<file path="src/plt_pkg.sv">
// constants, enumerations and command layout shared by the loopback tester
package plt_pkg;

  // ----------------------------------------------------------------
  // register byte offsets
  // ----------------------------------------------------------------
  localparam logic [7:0] A_CMD = 8'h00;
  localparam logic [7:0] A_CFG = 8'h04;
  localparam logic [7:0] A_STAT = 8'h08;
  localparam logic [7:0] A_DET = 8'h0C;
  localparam logic [7:0] A_INJ = 8'h10;
  localparam logic [7:0] A_BITS = 8'h14;
  localparam logic [7:0] A_CYC = 8'h18;
  localparam logic [7:0] A_TXW = 8'h1C;
  localparam logic [7:0] A_RXW = 8'h20;
  localparam logic [7:0] A_IST = 8'h24;
  localparam logic [7:0] A_ICLR = 8'h28;
  localparam logic [7:0] A_IEN = 8'h2C;
  localparam logic [1:0] A_LANE_HI = 2'h1;

  // ----------------------------------------------------------------
  // field positions and reset values
  // ----------------------------------------------------------------
  localparam int CFG_LOOP_LSB = 8;
  localparam int ST_RUN = 0;
  localparam int ST_LOCK = 1;
  localparam int ST_SYNC = 2;
  localparam int ST_LK_LSB = 8;
  localparam int ST_SY_LSB = 16;
  localparam int IRQ_W = 3;
  localparam int IRQ_ERR = 0;
  localparam int IRQ_SLOSS = 1;
  localparam int IRQ_LLOSS = 2;
  localparam logic [30:0] GEN_SEED = 31'h7FFFFFFF;
  localparam logic [5:0] LF_HIGH = 6'h11;
  localparam logic [5:0] LF_LAST = 6'h20;
  localparam logic [3:0] SYNC_WORDS = 4'h8;
  localparam logic [7:0] LOSS_BITS = 8'h04;

  // ----------------------------------------------------------------
  // types
  // ----------------------------------------------------------------
  typedef enum logic [2:0] {M_PRBS7, M_PRBS15, M_PRBS23, M_PRBS31, M_HF, M_LF} plt_mode_e;
  typedef enum logic {S_IDLE, S_RUN} plt_state_e;
  typedef struct packed {
    logic insert;
    logic clear;
    logic stop;
    logic start;
  } plt_cmd_s;

endpackage

</file>
<file path="src/plt_tester.sv">
// multi-lane pattern generator and checker with apb control registers
module plt_tester #(
  parameter int NL = 4,
  parameter int DW = 8
) (
  input wire logic pclk,
  input wire logic presetn,
  input wire logic psel,
  input wire logic penable,
  input wire logic pwrite,
  input wire logic [7:0] paddr,
  input wire logic [31:0] pwdata,
  output logic [31:0] prdata,
  output logic pready,
  output logic pslverr,
  input wire logic [NL-1:0][DW-1:0] rx_data,
  input wire logic [NL-1:0] rx_valid,
  input wire logic [NL-1:0] pll_locked,
  output logic [NL-1:0][DW-1:0] tx_data,
  output logic tx_valid,
  output logic [NL-1:0] serial_loopback,
  output logic irq
);

  // ----------------------------------------------------------------
  // state record
  // ----------------------------------------------------------------
  typedef struct packed {
    plt_pkg::plt_state_e st;
    plt_pkg::plt_mode_e mode;
    logic [NL-1:0] loop;
    logic [30:0] gen;
    logic [5:0] ph;
    logic [NL-1:0][DW-1:0] tx;
    logic txv;
    logic [NL-1:0][DW-1:0] rx1;
    logic [NL-1:0][DW-1:0] rx2;
    logic [NL-1:0] rv1;
    logic [NL-1:0] rv2;
    logic [NL-1:0] lk1;
    logic [NL-1:0] lk2;
    logic [NL-1:0] lk3;
    logic [NL-1:0][30:0] hist;
    logic [NL-1:0][5:0] rc;
    logic [NL-1:0][3:0] good;
    logic [NL-1:0] sync;
    logic [NL-1:0][15:0] lerr;
    logic [31:0] det;
    logic [31:0] inj;
    logic [31:0] bits;
    logic [31:0] cyc;
    logic [31:0] txw;
    logic [31:0] rxw;
    logic [plt_pkg::IRQ_W-1:0] ist;
    logic [plt_pkg::IRQ_W-1:0] ien;
    logic irq;
    logic rdy;
    logic err;
    logic [31:0] rd;
  } plt_st_s;

  plt_st_s s_reg;
  plt_st_s s_next;
  plt_pkg::plt_cmd_s cmd;
  logic wr;

  // predicted next bit from the last 31 bits, newest in bit 0
  function automatic logic prbs_fb(input logic [30:0] h, input plt_pkg::plt_mode_e m);
    case (m)
      plt_pkg::M_PRBS7: prbs_fb = h[6] ^ h[5];
      plt_pkg::M_PRBS15: prbs_fb = h[14] ^ h[13];
      plt_pkg::M_PRBS23: prbs_fb = h[22] ^ h[17];
      default: prbs_fb = h[30] ^ h[27];
    endcase
  endfunction

  // ----------------------------------------------------------------
  // next-state logic
  // ----------------------------------------------------------------
  always_comb
  begin
    logic [DW-1:0] w;
    logic [DW-1:0] d;
    logic [30:0] h;
    logic [5:0] r;
    logic [5:0] p;
    logic pred;
    logic v;
    logic [7:0] ne;
    logic [31:0] dsum;
    logic [31:0] bsum;
    logic [31:0] rsum;
    logic [plt_pkg::IRQ_W-1:0] ev;
    logic [31:0] rdat;
    logic hit;
    logic [3:0] li;
    w = '0;
    d = '0;
    h = '0;
    r = '0;
    p = '0;
    pred = 1'b0;
    v = 1'b0;
    ne = '0;
    dsum = '0;
    bsum = '0;
    rsum = '0;
    ev = '0;
    rdat = '0;
    hit = 1'b1;
    li = paddr[5:2];
    s_next = s_reg;
    wr = psel & penable & s_reg.rdy & pwrite;
    cmd = '0;
    if (wr && paddr == plt_pkg::A_CMD)
      cmd = plt_pkg::plt_cmd_s'(pwdata[3:0]);

    // pin inputs pass two flops before use
    s_next.rx1 = rx_data;
    s_next.rx2 = s_reg.rx1;
    s_next.rv1 = rx_valid;
    s_next.rv2 = s_reg.rv1;
    s_next.lk1 = pll_locked;
    s_next.lk2 = s_reg.lk1;
    s_next.lk3 = s_reg.lk2;

    // run control; stop wins if both come in one write
    if (cmd.start)
    begin
      s_next.st = plt_pkg::S_RUN;
      s_next.gen = plt_pkg::GEN_SEED; // a short sequence could otherwise inherit all-zero low bits and stick
      s_next.ph = '0;
      s_next.good = '0;
      s_next.sync = '0;
    end
    if (cmd.stop)
      s_next.st = plt_pkg::S_IDLE;

    // pattern generator, bit 0 of a word goes out first
    s_next.txv = (s_reg.st == plt_pkg::S_RUN);
    s_next.tx = '0;
    if (s_reg.st == plt_pkg::S_RUN)
    begin
      h = s_reg.gen;
      p = s_reg.ph;
      for (int i = 0; i < DW; i++)
      begin
        case (s_reg.mode)
          plt_pkg::M_HF:
          begin
            w[i] = ~p[0];
            p = p ^ 6'h01;
          end
          plt_pkg::M_LF:
          begin
            w[i] = (p < plt_pkg::LF_HIGH);
            p = (p == plt_pkg::LF_LAST) ? 6'h00 : p + 6'h01;
          end
          default:
          begin
            w[i] = prbs_fb(h, s_reg.mode);
            h = {h[29:0], w[i]};
          end
        endcase
      end
      s_next.gen = h;
      s_next.ph = p;
      for (int l = 0; l < NL; l++)
        s_next.tx[l] = w;
      // only accepted while running; one word on lane 0 is hit
      if (cmd.insert)
      begin
        s_next.tx[0][0] = ~w[0];
        s_next.inj = s_reg.inj + 32'h1;
      end
      s_next.cyc = s_reg.cyc + 32'h1;
      s_next.txw = s_reg.txw + 32'(NL);
    end

    // self-seeding checker per lane
    for (int l = 0; l < NL; l++)
    begin
      d = s_reg.loop[l] ? s_reg.tx[l] : s_reg.rx2[l];
      v = s_reg.loop[l] ? s_reg.txv : s_reg.rv2[l];
      if (s_reg.st == plt_pkg::S_RUN && v)
      begin
        h = s_reg.hist[l];
        r = s_reg.rc[l];
        ne = '0;
        rsum = rsum + 32'h1;
        for (int i = 0; i < DW; i++)
        begin
          case (s_reg.mode)
            plt_pkg::M_HF: pred = ~h[0];
            plt_pkg::M_LF: pred = ((h[0] && r == plt_pkg::LF_HIGH) || (!h[0] && r == 6'h10)) ? ~h[0] : h[0];
            default: pred = prbs_fb(h, s_reg.mode);
          endcase
          ne = ne + {7'h00, d[i] ^ pred};
          r = (d[i] == h[0]) ? r + 6'h01 : 6'h01;
          h = {h[29:0], d[i]};
        end
        s_next.hist[l] = h;
        s_next.rc[l] = r;
        if (s_reg.sync[l])
        begin
          dsum = dsum + {24'h0, ne};
          s_next.lerr[l] = s_reg.lerr[l] + {8'h00, ne};
          bsum = bsum + 32'(DW);
          if (ne > plt_pkg::LOSS_BITS)
          begin
            s_next.sync[l] = 1'b0;
            s_next.good[l] = '0;
            ev[plt_pkg::IRQ_SLOSS] = 1'b1;
          end
        end
        else if (ne == 8'h00)
        begin
          s_next.good[l] = s_reg.good[l] + 4'h1;
          if (s_reg.good[l] == plt_pkg::SYNC_WORDS - 4'h1)
            s_next.sync[l] = 1'b1;
        end
        else
          s_next.good[l] = '0;
      end
    end
    s_next.det = s_reg.det + dsum;
    s_next.bits = s_reg.bits + bsum;
    s_next.rxw = s_reg.rxw + rsum;
    ev[plt_pkg::IRQ_ERR] = (dsum != 32'h0);
    ev[plt_pkg::IRQ_LLOSS] = |(s_reg.lk3 & ~s_reg.lk2);

    // clear zeroes all run counters
    if (cmd.clear)
    begin
      s_next.det = '0;
      s_next.inj = '0;
      s_next.lerr = '0;
      s_next.bits = '0;
      s_next.cyc = '0;
      s_next.txw = '0;
      s_next.rxw = '0;
    end

    // register writes
    if (wr && paddr == plt_pkg::A_CFG)
    begin
      s_next.mode = plt_pkg::plt_mode_e'(pwdata[2:0]);
      s_next.loop = pwdata[plt_pkg::CFG_LOOP_LSB +: NL];
    end
    if (wr && paddr == plt_pkg::A_IEN)
      s_next.ien = pwdata[plt_pkg::IRQ_W-1:0];
    // a new event wins over a clear in the same cycle
    s_next.ist = s_reg.ist;
    if (wr && paddr == plt_pkg::A_ICLR)
      s_next.ist = s_reg.ist & ~pwdata[plt_pkg::IRQ_W-1:0];
    s_next.ist = s_next.ist | ev;
    s_next.irq = |(s_next.ist & s_next.ien);

    // read mux, answered one cycle after setup
    case (paddr)
      plt_pkg::A_CMD: rdat = '0;
      plt_pkg::A_CFG: rdat = {16'h0, 8'(s_reg.loop), 5'h00, s_reg.mode};
      plt_pkg::A_STAT:
      begin
        rdat[plt_pkg::ST_RUN] = (s_reg.st == plt_pkg::S_RUN);
        rdat[plt_pkg::ST_LOCK] = &s_reg.lk2;
        rdat[plt_pkg::ST_SYNC] = &s_reg.sync;
        rdat[plt_pkg::ST_LK_LSB +: NL] = s_reg.lk2;
        rdat[plt_pkg::ST_SY_LSB +: NL] = s_reg.sync;
      end
      plt_pkg::A_DET: rdat = s_reg.det;
      plt_pkg::A_INJ: rdat = s_reg.inj;
      plt_pkg::A_BITS: rdat = s_reg.bits;
      plt_pkg::A_CYC: rdat = s_reg.cyc;
      plt_pkg::A_TXW: rdat = s_reg.txw;
      plt_pkg::A_RXW: rdat = s_reg.rxw;
      plt_pkg::A_IST: rdat = {29'h0, s_reg.ist};
      plt_pkg::A_ICLR: rdat = '0;
      plt_pkg::A_IEN: rdat = {29'h0, s_reg.ien};
      default:
      begin
        hit = (paddr[7:6] == plt_pkg::A_LANE_HI) && (32'(li) < NL);
        if (hit)
          rdat = {16'h0, s_reg.lerr[li]};
      end
    endcase
    s_next.rdy = psel & ~penable;
    s_next.err = psel & ~penable & ~hit;
    s_next.rd = (psel & ~penable & ~pwrite & hit) ? rdat : '0;
  end

  // ----------------------------------------------------------------
  // state register
  // ----------------------------------------------------------------
  always_ff @(posedge pclk or negedge presetn)
  begin
    if (!presetn)
    begin
      s_reg <= '0;
      s_reg.mode <= plt_pkg::M_PRBS31;
      s_reg.gen <= plt_pkg::GEN_SEED;
    end
    else
      s_reg <= s_next;
  end

  // outputs straight from the state register
  assign prdata = s_reg.rd;
  assign pready = s_reg.rdy;
  assign pslverr = s_reg.err;
  assign tx_data = s_reg.tx;
  assign tx_valid = s_reg.txv;
  assign serial_loopback = s_reg.loop;
  assign irq = s_reg.irq;
endmodule

</file>
<file path="config.mk">
export PLATFORM = sky130hd
export DESIGN_NAME = plt_tester
export DESIGN_NICKNAME = d
export VERILOG_FILES = /design/src/plt_pkg.sv /design/src/plt_tester.sv
export SDC_FILE = /design/constraint.sdc
export NUM_CORES = 2
export LEC_CHECK = 0
export ABC_CLOCK_PERIOD_IN_PS = 14700
export BUFFER_PORTS_ARGS = -buffer_cell sky130_fd_sc_hd__buf_2
export CAP_MARGIN = 10
export CORE_ASPECT_RATIO = 0.5
export CORE_MARGIN = 4
export CORE_UTILIZATION = 55
export CTS_BUF_LIST = sky130_fd_sc_hd__clkbuf_8
export DETAILED_ROUTE_END_ITERATION = 7
export HOLD_SLACK_MARGIN = 0.12
export PLACE_DENSITY = 0.76
export SLEW_MARGIN = 20
export SYNTH_ARGS = -nofsm -noshare
export SYNTH_HDL_FRONTEND = slang
export SYNTH_SLANG_ARGS = --single-unit
export TNS_END_PERCENT = 1
</file>
<file path="constraint.sdc">
create_clock -name pclk -period 14.7 [get_ports pclk]
set_input_delay 2.94 -clock pclk [delete_from_list [all_inputs] [get_ports pclk]]
set_output_delay 2.94 -clock pclk [all_outputs]
set_load 0.05 [all_outputs]
</file>
==> key figures <==
Run status
  – Status: finished clean

Power
  – Clock Power Share: 32.5%
  – Logic pwr share: 24.6%
  – Sw Pwr: 1.49 mW
  – Pwr dens: 104 nW/um2
  – Reg power frac: between 40% and 50%
  – Maximum VDD drop: roughly 77 uV
  – Pint: 2.92 mW
  – Static Leakage: 18.6 nW
  – Sw frac: 33.7%

Setup path
  – R2R Setup Slk: about 1.9 ns
  – Critical path class: flip-flop to flip-flop
  – Worst Setup End Kind: flip-flop
  – Crit-path most repeated cell: fa_1
  – CP Launch Type: flip-flop
  – CP max-delay cell: mux2i_2
  – Delay of the slowest cell on the worst path: 0.69 ns
  – Worst endpoint data arrival time: 13.38 ns
  – Worst Path Max Fanout: 9
  – Crit path required time: 15.28 ns

Drt
  – Post-Route WL: 108000 um
  – Pre-Repair DR Iteration Count: 8
  – Vias per inst: 6.05
  – WL per Instance: 19.9 um
  – DRC: 0
  – Antenna Nets Post-Route: 0
  – Vias: 32800
  – Detailed router's first-iteration violation count: between 3000 and 4000

STA
  – Max Slew Vio Count: 0
  – Worst-Margin Slew: 1.13 ns
  – Layout Skew: 0.0629 ns
  – Hold violation total from the final report: 0
  – Tcrit/Tclk final: 87.1%
  – Hold slack: 0.336 ns
  – Minimum clock period: roughly 13 ns
  – # setup viols final: 0
  – Relative slew slack: a little under a quarter
  – Setup TNS: 0 ns
  – Setup repair after global routing missed its margin: no
  – Peak Freq: 78.1 MHz

Floorplan
  – CORE AREA: ~70000 um2
  – Die ar.: 75900 um2
  – Top Ports: 157
  – Die height: just under 200 um
  – Initial Util: a little under three fifths
  – Chip width: 386 um
  – Row Count: between 60 and 70

Logic synthesis
  – #FFs+latches synth: 599
  – Top post-synthesis cells by count: nand2_1 (652), dfrtp_1 (566), nor2_1 (401)
  – Synth top area share: 36.1%
  – Top post-synthesis cells by area: dfrtp_1 (36%), xor2_1 (7.5%), nand2_1 (6.2%), ha_1 (5.7%), xnor2_1 (5.4%)
  – Yosys cell types: 105
  – Syn Nets: roughly 4700
  – Synth warn: 0
  – Area leader, netlist: dfrtp_1
  – Ys async rst share: 100%
  – Sequential area share after synthesis: 38.3%
  – Syn Std Cell Area: 39200 um2
  – Post-Syn Area per Cell: 8.94 um2
  – Count leader, synth: nand2_1
  – Gate Count Post-Synth: 4387
  – Primary FF master, synth: dfrtp_1
  – Post-synth EDFFs: 0

GRT
  – Vias in the first global route: approximately 32000
  – Initial antenna violation count: 4
  – Total track usage: between 20% and 30%
  – Largest net degree at the start of global routing: 208
  – First-pass GRT wire length: 172000 um
  – Final global-route overflow total: 0

CTS
  – Clk root buf: clkbuf_8
  – Depth of the CTS H-tree: 3
  – Hold_buf cts: 0
  – CTS tree: done
  – Post-CTS setup buffers: 0
  – Max clock buf depth: 3
  – TritonCTS buffer count: 89
  – Clock latency on the worst-skew pair: 0.78 ns
  – Clock-pin transition on the worst setup and hold timing paths: 0.07 ns
  – Post_cts resized: 0
  – Clock sinks: 599

Final layout
  – Final net count: about 4700
  – Final Non-Filler Cells: 5424
  – Fraction of layout cells with a size suffix above 1: 10.5%
  – Max reg flops: 505
  – # fillers: 5969
  – Area growth syn-to-layout: 7.57%

Placement
  – PortBufs: 132
  – DP Cell Count: 5261
  – DP HPWL: 76900 um
  – RePlAce Congestion: around 0.9

Hold path
  – Min-delay worst type: flip-flop to flip-flop

Run
  – Max_cap viols: 0
[final cells by class]
class	count	area [um2]	share of cell area (%)
Inverter	172	647	1.53
Antenna cell	3	7.51	0.0178
Sequential cell	599	15000	35.6
Multi-Input combinational cell	3355	22400	53.0
Clock buffer	109	1500	3.55
Tap cell	945	1180	2.80
Timing Repair Buffer	190	1120	2.66
Clock inverter	51	345	0.818
[critical path: cells and delay by family, from the launching register on]
family                   cells  cell delay (ns)
adder cells (fa/ha/maj)      9             3.80
AO/OA/AOI/OAI               15             2.99
AND/OR/NAND/NOR             13             2.59
XOR/XNOR                     5             1.20
multiplexers                 2             0.96
flip-flops                   1             0.55
buffers and inverters        5             0.55
[power by group through the flow]
| stage | clock [mW] | combinational, mW | sequential (mW) |
|---|---|---|---|
| floorplan | 0 | 0.774 | 1.87 |
| global placement | 0 | 1.02 | 1.91 |
| CTS | 1.46 | 1.08 | 1.89 |
| detailed placement | 0 | 1.07 | 1.92 |
| finish | 1.43 | 1.08 | 1.89 |
| global route | 1.53 | 1.23 | 1.90 |
[stage by stage]
step	util (%)	instance area, um2	total power, mW	setup slack (ns)
after CTS	60.5	42200	4.43	1.99
final	60.5	42200	4.41	1.90
after global routing	60.5	42200	4.67	1.00
after global placement	57.8	40300	2.94	2.25
after detailed placement	57.8	40300	2.99	2.04
after floorplan	-	39200	2.65	3.60
[final timing paths]
kind,start,endpoint,cells past startpoint
setup / recovery,tx_data[8],s_reg[230],49
hold / removal,s_next[479],s_reg[479],0
setup reg to reg,tx_data[8],s_reg[230],49
hold reg to reg,s_next[479],s_reg[479],0
max in group asynchronous,presetn,s_reg[334],3
min in group asynchronous,presetn,s_reg[103],1
[kinds of logic (layout without fill, tap and decap cells)]
group | after synthesis | in the layout | share of synthesized area, %
and+or+nand+nor | 1641 | 1641 | 19.6
adders and majority gates | 205 | 205 | 7.03
buffers and inverters | 433 | 522 | 4.84
xor gates and xnor gates | 581 | 581 | 13.0
DFF | 599 | 599 | 38.3
muxes | 82 | 82 | 2.70
other | 1 | 4 | 0.00956
AOI/OAI and AO/OA | 845 | 845 | 14.5
[cells in the final DEF (no fill, tap or decap), drive strengths merged, types with 26 or more instances in the layout]
cell type	netlist	final
nor3	59	59
o21ai	200	200
buf	107	190
nor2	401	401
a222oi	35	35
a21oi	178	178
a31oi	59	59
nand4	54	54
and3	56	56
nand3	134	134
nand2	652	652
o22ai	27	27
inv	170	198
o22a	27	27
a21o	30	30
nor4	26	26
nor2b	34	34
fa	26	26
clkbuf	154	109
ha	179	179
nand2b	33	33
a22oi	72	72
xor2	336	336
o211ai	31	31
o221ai	27	27
or3	45	45
dfstp	33	33
xnor2	245	245
mux2i	47	47
dfrtp	566	566
[routing by layer]
metal	up-vias	GRT usage, %	wire [um]
li1	15200	-	-
met1	16000	37.4	45100
met2	1269	45.4	49500
met3	314	4.71	7890
met4	0	14.0	5500
met5	-	0	0
Note: power is estimated with default switching activity, not from simulation.
